--- src/exec_pkg.sv ---
// constants and types shared by the execution unit and its register file
package exec_pkg;
	localparam int DATA_W = 8;
	localparam int FADDR_W = 7;
	localparam int PC_W = 15;
	localparam int BRANCH_W = 11;
	localparam int LATCH_W = 7;
	localparam int LATCH_LO = 3;
	localparam int LATCH_HI = 6;
	localparam int WDT_W = 8;
	localparam int PRE_W = 8;
	localparam logic [DATA_W-1:0] ZERO_BYTE = 8'h00;
	localparam logic [DATA_W-1:0] ONE_BYTE = 8'h01;
	localparam logic [PC_W-1:0] PC_ONE = 15'h0001;
	localparam logic [WDT_W-1:0] WDT_ZERO = 8'h00;
	localparam logic [PRE_W-1:0] PRE_ZERO = 8'h00;
	localparam logic [LATCH_W-1:0] LATCH_RESET = 7'h00;
	localparam logic [PC_W-1:0] PC_RESET = 15'h0000;
	// apb map
	localparam logic [11:0] ADDR_CMD = 12'h000;
	localparam logic [11:0] ADDR_WREG = 12'h004;
	localparam logic [11:0] ADDR_STATUS = 12'h008;
	localparam logic [11:0] ADDR_PC = 12'h00c;
	localparam logic [11:0] ADDR_LATCH = 12'h010;
	localparam logic [11:0] ADDR_WDT = 12'h014;
	localparam logic [11:0] ADDR_FILE = 12'h018;
	localparam logic [11:0] ADDR_FDATA = 12'h01c;
	// command word fields
	localparam int CMD_OP_LO = 16;
	localparam int CMD_OP_W = 3;
	localparam int CMD_DEST_BIT = 11;
	localparam int STAT_Z = 0;
	localparam int STAT_PD = 1;
	localparam int STAT_TO = 2;
	localparam int STAT_BUSY = 3;
	localparam int STAT_SKIP = 4;
	typedef enum logic [2:0] {
		OP_CLEAR_FILE,
		OP_CLEAR_ACC,
		OP_WDT_CLEAR,
		OP_INVERT,
		OP_DECREMENT,
		OP_DEC_SKIP,
		OP_BRANCH,
		OP_NONE
	} op_t;
	typedef enum logic [1:0] {
		ST_IDLE,
		ST_SECOND
	} state_t;
endpackage

--- src/file_regs.sv ---
// 128-entry file register storage with one write and two read ports
`timescale 1ns/1ps
module file_regs
	import exec_pkg::*;
#(
	parameter int DEPTH = 128
) (
	input wire logic pclk,
	input wire logic presetn,
	input wire logic wr_en,
	input wire logic [FADDR_W-1:0] wr_addr,
	input wire logic [DATA_W-1:0] wr_data,
	input wire logic [FADDR_W-1:0] rd_addr_a,
	output logic [DATA_W-1:0] rd_data_a,
	input wire logic [FADDR_W-1:0] rd_addr_b,
	output logic [DATA_W-1:0] rd_data_b
);
	logic [DATA_W-1:0] mem [DEPTH];

	always_ff @(posedge pclk or negedge presetn) begin
		if (!presetn) begin
			for (int i = 0; i < DEPTH; i++) begin
				mem[i] <= ZERO_BYTE;
			end
		end else if (wr_en) begin
			mem[wr_addr] <= wr_data;
		end
	end

	assign rd_data_a = mem[rd_addr_a];
	assign rd_data_b = mem[rd_addr_b];
endmodule

--- src/exec_unit.sv ---
// execution of clear, invert, decrement, skip and branch ops behind apb
//
// Functional notes
// - clear file op writes zero to any file address and sets zero flag
// - clear accumulator op loads zero into accumulator and sets zero flag
// - watchdog clear op resets the watchdog counter to zero
// - watchdog clear op also resets prescaler in same operation
// - watchdog clear op sets both active-low timeout and powerdown bits
// - invert op produces bitwise inversion of the file register
// - invert destination: 0 to accumulator, 1 back to file register
// - decrement op subtracts one; destination chosen like invert
// - decrement-skip op subtracts one and stores by destination bit
// - zero result discards next instruction, executes nop, two cycles
// - branch loads 11-bit immediate into program counter bits 10:0
// - branch loads counter bits 14:11 from high latch bits 6:3
// - branch takes two instruction cycles
//
// The implementer's own choices: the APB register port and the register addresses.
`timescale 1ns/1ps
module exec_unit
	import exec_pkg::*;
(
	input wire logic pclk,
	input wire logic presetn,
	input wire logic psel,
	input wire logic penable,
	input wire logic pwrite,
	input wire logic [11:0] paddr,
	input wire logic [31:0] pwdata,
	output logic [31:0] prdata,
	output logic pready,
	output logic pslverr,
	output logic [PC_W-1:0] program_counter,
	output logic [WDT_W-1:0] watchdog_counter,
	output logic [PRE_W-1:0] watchdog_prescaler,
	output logic timeout_status_n,
	output logic powerdown_status_n,
	output logic discard_fetch
);
	// ==========================================================
	// state
	logic [DATA_W-1:0] acc;
	logic zero_flag;
	logic [LATCH_W-1:0] program_counter_high_latch;
	logic [FADDR_W-1:0] view_addr;
	logic skip_seen;
	state_t state;

	// ==========================================================
	// apb decode
	wire logic access = psel && penable;
	wire logic wr_acc = access && pwrite;
	wire logic busy = (state != ST_IDLE);
	wire logic hit_cmd = (paddr == ADDR_CMD);
	wire logic hit_wreg = (paddr == ADDR_WREG);
	wire logic hit_status = (paddr == ADDR_STATUS);
	wire logic hit_pc = (paddr == ADDR_PC);
	wire logic hit_latch = (paddr == ADDR_LATCH);
	wire logic hit_wdt = (paddr == ADDR_WDT);
	wire logic hit_file = (paddr == ADDR_FILE);
	wire logic hit_fdata = (paddr == ADDR_FDATA);
	wire logic mapped = hit_cmd || hit_wreg || hit_status || hit_pc || hit_latch
		|| hit_wdt || hit_file || hit_fdata;
	// a command issued while the second cycle runs waits for it
	assign pready = !(access && pwrite && hit_cmd && busy);
	assign pslverr = access && !mapped;

	// ==========================================================
	// command fields
	wire logic issue = wr_acc && hit_cmd && !busy;
	wire op_t op = op_t'(pwdata[CMD_OP_LO +: CMD_OP_W]);
	wire logic dest_file = pwdata[CMD_DEST_BIT];
	wire logic [FADDR_W-1:0] f_addr = pwdata[FADDR_W-1:0];
	wire logic [BRANCH_W-1:0] target = pwdata[BRANCH_W-1:0];

	// ==========================================================
	// datapath
	logic [DATA_W-1:0] f_val;
	logic [DATA_W-1:0] view_data;
	wire logic [DATA_W-1:0] inverted = ~f_val;
	wire logic [DATA_W-1:0] decremented = f_val - ONE_BYTE;
	wire logic is_inv = issue && (op == OP_INVERT);
	wire logic is_dec = issue && (op == OP_DECREMENT);
	wire logic is_dsk = issue && (op == OP_DEC_SKIP);
	wire logic is_clear_file_register_op = issue && (op == OP_CLEAR_FILE);
	wire logic is_clear_accumulator_op = issue && (op == OP_CLEAR_ACC);
	wire logic is_wdt = issue && (op == OP_WDT_CLEAR);
	wire logic is_br = issue && (op == OP_BRANCH);
	wire logic [DATA_W-1:0] result = is_inv ? inverted : decremented;
	wire logic unary = is_inv || is_dec || is_dsk;
	wire logic skip_now = is_dsk && (decremented == ZERO_BYTE);
	// skip steps the counter past the discarded word, a branch keeps its target
	wire logic [PC_W-1:0] pc_step = skip_now ? PC_ONE + PC_ONE : PC_ONE;
	// host write to file data register also updates storage
	wire logic host_fwr = wr_acc && hit_fdata;
	wire logic fwr_en = is_clear_file_register_op || (unary && dest_file) || host_fwr;
	wire logic [FADDR_W-1:0] fwr_addr = host_fwr ? view_addr : f_addr;
	wire logic [DATA_W-1:0] fwr_data = host_fwr ? pwdata[DATA_W-1:0]
		: (is_clear_file_register_op ? ZERO_BYTE : result);
	wire logic [PC_W-1:0] branch_pc = {program_counter_high_latch[LATCH_HI:LATCH_LO],
		target};

	file_regs u_file_regs (
		.pclk(pclk),
		.presetn(presetn),
		.wr_en(fwr_en),
		.wr_addr(fwr_addr),
		.wr_data(fwr_data),
		.rd_addr_a(f_addr),
		.rd_data_a(f_val),
		.rd_addr_b(view_addr),
		.rd_data_b(view_data)
	);

	// ==========================================================
	// accumulator and zero flag
	always_ff @(posedge pclk or negedge presetn) begin
		if (!presetn) begin
			acc <= ZERO_BYTE;
		end else if (is_clear_accumulator_op) begin
			acc <= ZERO_BYTE;
		end else if (unary && !dest_file) begin
			acc <= result;
		end else if (wr_acc && hit_wreg) begin
			acc <= pwdata[DATA_W-1:0];
		end
	end

	always_ff @(posedge pclk or negedge presetn) begin
		if (!presetn) begin
			zero_flag <= 1'b0;
		end else if (is_clear_file_register_op || is_clear_accumulator_op) begin
			zero_flag <= 1'b1;
		end else if (is_inv || is_dec) begin
			zero_flag <= (result == ZERO_BYTE);
		end
	end

	// ==========================================================
	// watchdog and status bits
	always_ff @(posedge pclk or negedge presetn) begin
		if (!presetn) begin
			watchdog_counter <= WDT_ZERO;
			watchdog_prescaler <= PRE_ZERO;
		end else if (is_wdt) begin
			watchdog_counter <= WDT_ZERO;
			watchdog_prescaler <= PRE_ZERO;
		end else if (wr_acc && hit_wdt) begin
			watchdog_counter <= pwdata[WDT_W-1:0];
			watchdog_prescaler <= pwdata[WDT_W +: PRE_W];
		end
	end

	always_ff @(posedge pclk or negedge presetn) begin
		if (!presetn) begin
			timeout_status_n <= 1'b1;
			powerdown_status_n <= 1'b1;
		end else if (is_wdt) begin
			timeout_status_n <= 1'b1;
			powerdown_status_n <= 1'b1;
		end else if (wr_acc && hit_status) begin
			timeout_status_n <= pwdata[STAT_TO];
			powerdown_status_n <= pwdata[STAT_PD];
		end
	end

	// ==========================================================
	// program counter and two-cycle sequencing
	always_ff @(posedge pclk or negedge presetn) begin
		if (!presetn) begin
			program_counter <= PC_RESET;
		end else if (is_br) begin
			program_counter <= branch_pc;
		end else if (issue) begin
			program_counter <= program_counter + pc_step;
		end else if (wr_acc && hit_pc) begin
			program_counter <= pwdata[PC_W-1:0];
		end
	end

	always_ff @(posedge pclk or negedge presetn) begin
		if (!presetn) begin
			state <= ST_IDLE;
		end else begin
			case (state)
				ST_IDLE: begin
					if (is_br || skip_now) begin
						state <= ST_SECOND;
					end
				end
				ST_SECOND: begin
					state <= ST_IDLE;
				end
				default: begin
					state <= ST_IDLE;
				end
			endcase
		end
	end

	// fetched word flushed during the second cycle
	assign discard_fetch = (state == ST_SECOND);

	always_ff @(posedge pclk or negedge presetn) begin
		if (!presetn) begin
			skip_seen <= 1'b0;
		end else if (is_dsk) begin
			skip_seen <= skip_now;
		end
	end

	always_ff @(posedge pclk or negedge presetn) begin
		if (!presetn) begin
			program_counter_high_latch <= LATCH_RESET;
			view_addr <= '0;
		end else begin
			if (wr_acc && hit_latch) begin
				program_counter_high_latch <= pwdata[LATCH_W-1:0];
			end
			if (wr_acc && hit_file) begin
				view_addr <= pwdata[FADDR_W-1:0];
			end
		end
	end

	// ==========================================================
	// read mux
	logic [31:0] next_prdata;
	always_comb begin
		next_prdata = 32'h0000_0000;
		if (hit_wreg) begin
			next_prdata[DATA_W-1:0] = acc;
		end else if (hit_status) begin
			next_prdata[STAT_Z] = zero_flag;
			next_prdata[STAT_PD] = powerdown_status_n;
			next_prdata[STAT_TO] = timeout_status_n;
			next_prdata[STAT_BUSY] = busy;
			next_prdata[STAT_SKIP] = skip_seen;
		end else if (hit_pc) begin
			next_prdata[PC_W-1:0] = program_counter;
		end else if (hit_latch) begin
			next_prdata[LATCH_W-1:0] = program_counter_high_latch;
		end else if (hit_wdt) begin
			next_prdata[WDT_W-1:0] = watchdog_counter;
			next_prdata[WDT_W +: PRE_W] = watchdog_prescaler;
		end else if (hit_file) begin
			next_prdata[FADDR_W-1:0] = view_addr;
		end else if (hit_fdata) begin
			next_prdata[DATA_W-1:0] = view_data;
		end
	end

	always_ff @(posedge pclk or negedge presetn) begin
		if (!presetn) begin
			prdata <= 32'h0000_0000;
		end else if (psel && !penable && !pwrite) begin
			prdata <= next_prdata;
		end
	end
endmodule

--- config.mk ---
export PLATFORM = sky130hd
export DESIGN_NAME = exec_unit
export DESIGN_NICKNAME = d
export VERILOG_FILES = /design/src/exec_pkg.sv /design/src/file_regs.sv /design/src/exec_unit.sv
export SDC_FILE = /design/constraint.sdc
export NUM_CORES = 2
export LEC_CHECK = 0
export ABC_AREA = 1
export ABC_CLOCK_PERIOD_IN_PS = 3190
export BUFFER_PORTS_ARGS = -buffer_cell sky130_fd_sc_hd__buf_2
export CORE_ASPECT_RATIO = 0.5
export CORE_MARGIN = 2
export CORE_UTILIZATION = 35
export DETAILED_ROUTE_END_ITERATION = 8
export GPL_TIMING_DRIVEN = 1
export PLACE_DENSITY = 0.48
export SLEW_MARGIN = 0
export SYNTH_ARGS = -nofsm -noshare
export SYNTH_HDL_FRONTEND = slang
export SYNTH_SLANG_ARGS = --single-unit
--- constraint.sdc ---
create_clock -name pclk -period 3.19 [get_ports pclk]
set_clock_uncertainty 0.1 [all_clocks]
set_input_delay 0.319 -clock pclk [delete_from_list [all_inputs] [get_ports pclk]]
set_output_delay 0.319 -clock pclk [all_outputs]
set_load 0.03 [all_outputs]
**Yosys cells after proc, flatten, opt, wreduce, memory -nomap -nowiden**

Index checks and enable logic that the tools add are counted.

- Output and inout port bits: 68
- Bits of input ports: 49
- Register bits after elaboration: 1099

- Equal/unequal tests: 15
- Bitwise logic cells: 4
- Reductions and logical operators: 56
- Muxes and demuxes: 55
- Order comparisons: 4
- Add/sub/neg operators: 2

Operators by type and width:

| cell | number |
|---|---|
| 1024-bit bitwise mux | 1 |
| 8-bit 2-to-1 mux | 30 |
| 8-bit binary-select mux with 7-bit select | 2 |
| 15-bit 2-to-1 mux | 4 |
| 8-bit demux with 7-bit select | 1 |
| 12-bit by 5-bit == test with 1-bit output (second input constant) | 4 |
| 1-bit logical AND | 26 |
| 12-bit by 4-bit == test with 1-bit output (second input constant) | 2 |
| 8-bit >= comparator (second input constant) | 3 |
| 7-bit NOT with 8-bit output | 3 |
| 7-bit 2-to-1 mux | 3 |
| 8-bit zero test | 2 |
| 15-bit by 2-bit adder with 15-bit output | 1 |
| 1-bit logical OR | 13 |
| 12-bit by 3-bit == test with 1-bit output (second input constant) | 1 |
| 12-bit zero test | 1 |
| 11-bit 2-to-1 mux | 1 |
| 3-bit == test (second input constant) | 3 |
| 9-bit 2-to-1 mux | 1 |
| 8-bit by 1-bit < comparator with 1-bit output (second input constant) | 1 |
| 1-bit 2-to-1 mux | 8 |
| 8-bit NOT | 1 |
| 2-bit nonzero test | 4 |
| 8-bit by 1-bit subtractor with 8-bit output (second input constant) | 1 |
| 10 further kinds | 19 |

**Logic depth before layout (Yosys ltp)**

- Depth in word-level cells: 21
- Depth in mapped cells: 33
- Gate-level depth less buffers: 30

**Modules after synthesis**

Synthesis repeated with hierarchy kept, for this count alone.

- Cells, all modules: 8919
- Area, all modules: 61856.8 µm²

Modules (own cells, without submodules):

| module | times used | cells an instance | area each (µm²) |
|---|---|---|---|
| file_regs | 1 | 8198 | 56754.4 |
| exec_unit | 1 | 721 | 5102.4 |

**Least setup slack after synthesis**

OpenSTA, ideal clock, no wires.

- Kind: input port to flip-flop
- From: input pwdata[0]
- To: register program_counter[12]
- Arrival time: 3.839 ns
- Path slack: -0.814 ns
- Path buffers: 3
- Stages: 32
- Cells stage by stage: buf_6 buf_6 clkbuf_1 nand2_1 nand3_1 nand3_1 nand3_1 nand2_1 nand2_1 nand3_1 nand3_1 nand2_1 ha_1 nand2_1 inv_1 nand3_1 nand2_1 nor3b_1 nand3_1 inv_1 fa_1 nand3_1 nor2_1 inv_1 nor3_1 nand3_1 nor2_1 xor2_1 nand2_1 o211ai_1 o21ai_0 inv_1

- Word-level cells in the longest chain between the ends: 11

RTL lines:

| item | line | RTL |
|---|---|---|
| from (decl) | exec_unit.sv:29 | `input wire logic [31:0] pwdata,` |
| 7-bit NOT with 8-bit output (not written as such) | file_regs.sv:30 | `assign rd_data_a = mem[rd_addr_a];` |
| 8-bit binary-select mux with 7-bit select | file_regs.sv:30 |  |
| 8-bit 2-to-1 mux (not written as such) (2 in a row) | file_regs.sv:30 |  |
| 8-bit by 1-bit subtractor with 8-bit output | exec_unit.sv:81 | `wire logic [DATA_W-1:0] decremented = f_val - ONE_BYTE;` |
| 8-bit zero test | exec_unit.sv:91 | `wire logic skip_now = is_dsk && (decremented == ZERO_BYTE);` |
| 1-bit logical AND | exec_unit.sv:91 |  |
| via skip_now | exec_unit.sv:91 |  |
| 2-bit 2-to-1 mux | exec_unit.sv:93 | `wire logic [PC_W-1:0] pc_step = skip_now ? PC_ONE + PC_ONE : PC_ONE;` |
| 15-bit by 2-bit adder with 15-bit output | exec_unit.sv:175 | `program_counter <= program_counter + pc_step;` |
| 15-bit 2-to-1 mux | exec_unit.sv:174 | `end else if (issue) begin` |
| 15-bit 2-to-1 mux | exec_unit.sv:172 | `end else if (is_br) begin` |
| to (signal assigned) | exec_unit.sv:173 | `program_counter <= branch_pc;` |
| to (signal assigned) | exec_unit.sv:175 |  |
| to (signal assigned) | exec_unit.sv:177 | `program_counter <= pwdata[PC_W-1:0];` |
| to (decl) | exec_unit.sv:33 | `output logic [PC_W-1:0] program_counter,` |

The timed path passes the listed nets, and every way through them passes these cells. The select of a mux whose other input is x is not followed.
A chain may end at the register's enable or synchronous reset.

**Worst setup path in the final report**

- From: register u_file_regs.mem[475] in the netlist's numbering
- To: register program_counter[12]

- Word-level cells in the longest chain between the ends: 10

RTL lines:

| item | line | RTL |
|---|---|---|
| from (decl) | file_regs.sv:18 | `logic [DATA_W-1:0] mem [DEPTH];` |
| from (signal, indexed assignment) | file_regs.sv:26 | `mem[wr_addr] <= wr_data;` |
| 8-bit binary-select mux with 7-bit select | file_regs.sv:30 |  |
| 8-bit 2-to-1 mux (not written as such) (2 in a row) | file_regs.sv:30 |  |
| 8-bit by 1-bit subtractor with 8-bit output | exec_unit.sv:81 |  |
| 8-bit zero test | exec_unit.sv:91 |  |
| 1-bit logical AND | exec_unit.sv:91 |  |
| 2-bit 2-to-1 mux | exec_unit.sv:93 |  |
| 15-bit by 2-bit adder with 15-bit output | exec_unit.sv:175 |  |
| 15-bit 2-to-1 mux | exec_unit.sv:174 |  |
| 15-bit 2-to-1 mux | exec_unit.sv:172 |  |

Every way passes these cells. The select of a mux whose other input is x is not followed.

==> reports/results.txt <==
Status = complete, but fails checks
Violated checks = setup timing
Worst Path Buf+Inv = 5
Post-route met1 wirelength = 146 mm
Initial antenna violation count = 11
Width of the die = 611 microns
Clk sink count = 1,098
H-Tree Level Count = 3
Cell seen most often among critical-path stages = nand3_2
Largest net degree at the start of global routing = 97
Critical Path AT = 4.69 ns
Critical path start-end classification = register to register
Ratio of routed vias to standard cells = 5.44
LEAKAGE = 46.1 nW
Highest metal used = met4
Crit. End Element = register
Util after Layout = 49.1%
Fraction of synthesis flops using an asynchronous set or reset pin = 100%
Count of vias placed by the detailed router = 73,235
Remaining DRCs = 0
Fin Setup TNS = -10.30 ns
Launching element type of the critical path = register
Warnings, synthesis = 0
Port Buffers = 87
Count of unique library cells instantiated by Yosys = 57
I/O pin count = 117
Core Rows = 111
Worst path slowest cell = dfrtp_1
First-pass GRT wire length = 456 mm
Portion of the post-synthesis area used by sequential elements = 42.7%
Final-report hold violation count = 0
Met2 wire length = 131 mm
Worst hold slack across all endpoints = 0.0941 ns
Max Transition Viols Final = 0
RSZ-0062 raised after global routing = yes
Share of final-layout standard cells stronger than drive strength 1 = 26.9%
Number of antenna-violating nets in the routed design = 0
Clock root cell = clkbuf_16
CORE AREA = 0.183 sq mm
Max-Cap Viols = 0
Global route overflow = 0
Average wire per cell in the routed design = 23.8 microns
Cell family contributing the most delay on the critical path = simple AND/OR/NAND/NOR gates
Worst Slack Setup Final = -0.931 ns
Area overhead of the layout relative to synthesis = 39.7%
Worst hold path class = input pin to register
Avg Inst Size Synth = 6.91 sq um
Total detailed-routing wirelength = 320 mm
Slowest cell delay on critical path = 0.40 ns
Power density of the placed cells = 383 mW/mm^2
Slew of the pin with the lowest slew margin = 0.958 ns
Count of nets after finishing = 10,990
Post-Synthesis Cells = 9,322
Rel. slew slack = 35.7%
WL met3 = 35.3 mm
Crit path required time = 3.76 ns
DR iter-0 viols = 10,002
Post-synth EDFFs = 0
Chip height = 307 microns
Number of buffers added by the clock tree synthesis step = 118
Worst-case clock buffer depth = 3
GRT Overall Usage = 32.3%
Initial Utilization = 35.2%
Achievable clock frequency = 0.243 GHz
Length of the first detailed-routing pass in iterations = 8
Post-synth top flop = dfrtp_1
# setup viols final = 23
Vias in the first global route = 67,565
Clock period minus final worst setup slack = 4.12 ns
Post-synthesis cell area = 0.0644 sq mm
Largest vdd supply drop = 0.438 mV
Overall die area = 0.188 sq mm
Ratio of final minimum period to clock period = 129%
Worst-path fanout max = 3
Clock latency on the worst-skew pair = 0.79 ns
Number of antenna cells inserted = 0
Count of state elements after synthesis = 1,098
Clock slew at reported path FFs = 0.07 ns
Weighted congestion at the end of routability-driven global placement = 0.958
CTS tree = yes
Total half-perimeter wirelength after legalization and detailed placement = 216 mm
==> report_power, final <==
part           switching, mW  internal [mW]  total, mW  leakage (nW)
clock                   6.64           8.73       15.4          2.06
combinational           3.36           1.79       5.15          28.9
sequential           0.00621           13.9       13.9          15.2
==> cells in the mapped netlist (2+ instances only) <==
| master | n | area share, % |
|---|---|---|
| nand2_1 | 3989 | 23 |
| dfrtp_1 | 1096 | 43 |
| nand3_1 | 1034 | 8.0 |
| o21ai_0 | 763 | 5.9 |
| nor2_1 | 620 | 3.6 |
| clkbuf_1 | 242 | 1.4 |
| o22ai_1 | 231 | 2.2 |
| o21ai_1 | 207 | 1.6 |
| inv_1 | 202 | 1.2 |
| buf_2 | 172 | 1.3 |
| a21oi_1 | 144 | 1.1 |
| inv_2 | 127 | 0.74 |
| buf_4 | 82 | 0.96 |
| buf_6 | 78 | 1.4 |
| nor2_4 | 61 | 1.1 |
| buf_1 | 43 | 0.25 |
| o211ai_1 | 41 | 0.48 |
| o221ai_1 | 27 | 0.37 |
| nor2_2 | 26 | 0.25 |
| nor2_8 | 19 | 0.59 |
| nand3_2 | 18 | 0.28 |
| a31oi_1 | 16 | 0.16 |
| nand4_1 | 8 | 0.078 |
| nor3_1 | 8 | 0.062 |
| o21ai_2 | 7 | 0.095 |
| nand2_2 | 6 | 0.058 |
| nand2_4 | 6 | 0.10 |
| xor2_1 | 6 | 0.082 |
| clkinv_1 | 4 | 0.023 |
| ha_1 | 4 | 0.078 |
| a22oi_1 | 3 | 0.035 |
| nor4_1 | 3 | 0.029 |
| buf_8 | 2 | 0.047 |
| dfstp_2 | 2 | 0.082 |
| o21bai_1 | 2 | 0.023 |
| o31ai_1 | 2 | 0.023 |
==> cell type report <==
class / count / area, sq um
clock inverter: 65 / 815
multi-input combinational: 7286 / 34500
timing repair buffer: 2095 / 19400
fill: 18282 / 93100
clock buffer: 153 / 3340
inverter: 335 / 1370
timing repair inverter: 2 / 31.3
sequential: 1098 / 27500
tap: 2429 / 3040
==> logic make-up (layout without fill, tap and decap cells) <==
logic type / Yosys count / in the layout / share of synthesized area [%]
AND/OR/NAND/NOR: 5805 / 5807 / 37.6
AO/OA/AOI/OAI: 1451 / 1451 / 12.2
flip-flops: 1098 / 1098 / 42.7
buffers and inverters: 955 / 2650 / 7.37
XOR/XNOR: 7 / 7 / 0.0952
adder cells (fa/ha/maj): 5 / 5 / 0.109
other: 1 / 16 / 0.00582
==> cells in the final DEF (no fill, tap or decap), types with 32 or more instances in the layout <==
cell type  synthesis  routed
nand3_4            0      36
inv_2            127     126
nand2_2            6      93
dfrtp_1         1096    1091
buf_4             82    1677
buf_2            172      82
o211ai_1          41      41
nand3_1         1034     843
o22ai_1          231     216
nand3_2           18     173
o21ai_1          207     261
nand2_1         3989    3872
nand2_4            6      32
buf_6             78      45
o21ai_0          763     694
nor2_4            61      68
clkinv_2           0      34
a21oi_1          144     119
inv_1            202     193
nor2_1           620     615
clkbuf_16          0     142
buf_12             1     216
==> metrics by stage <==
stage	std cells	power, mW	area [sq um]	worst slack (ns)
floorplan	9337	16.0	64600	-0.576
global route	13463	35.3	89900	-1.06
detailed placement	13090	18.4	81200	-2.05
finish	13463	34.5	89900	-0.931
global placement	13090	18.4	81200	-2.06
CTS	13377	34.1	87200	-0.871
==> per-layer routing <==
metal / track usage, % / up-vias
li1: - / 33596
met1: 48.4 / 35428
met2: 47.1 / 3772
met3: 6.77 / 439
met4: 7.65 / 0
met5: 0 / -
==> final timing paths <==
kind / from / to / slack [ns] / depth (start not counted)
max in group asynchronous: presetn / prdata[15] / 0.80 / 4
max reg2reg: u_file_regs.mem[475] / program_counter[12] / -0.93 / 29
min reg2reg: prdata[14] / prdata[14] / 0.37 / 2
min in group asynchronous: presetn / u_file_regs.mem[574] / 0.54 / 3
max: u_file_regs.mem[475] / program_counter[12] / -0.93 / 29
min: pwdata[4] / view_addr[4] / 0.09 / 4
==> what timing repair did <==
| action | CTS | global route |
|---|---|---|
| buffers inserted | 47 | 75 |
| hold endpoints to repair | 635 | 0 |
| resized for setup | 229 | 429 |
| pin swaps | 64 | 141 |
| endpoints found under the setup margin | 880 | 498 |
| hold buffers | 19 | 0 |
| gates cloned | 14 | 27 |
==> sequential cells by signal, indices dropped and copies added, names as in the netlist <==
name,flops
acc,8
powerdown_status_n,1
prdata,16
program_counter,15
program_counter_high_latch,7
skip_seen,1
state,1
timeout_status_n,1
u_file_regs.mem,1024
view_addr,7
watchdog_counter,8
watchdog_prescaler,8
zero_flag,1
==> worst min-delay path: cells and delay by family <==
family / cells / cell delay [ns]
buf+inv: 3 / 0.45
compound gates: 1 / 0.12
(Power assumes the default switching activity.)
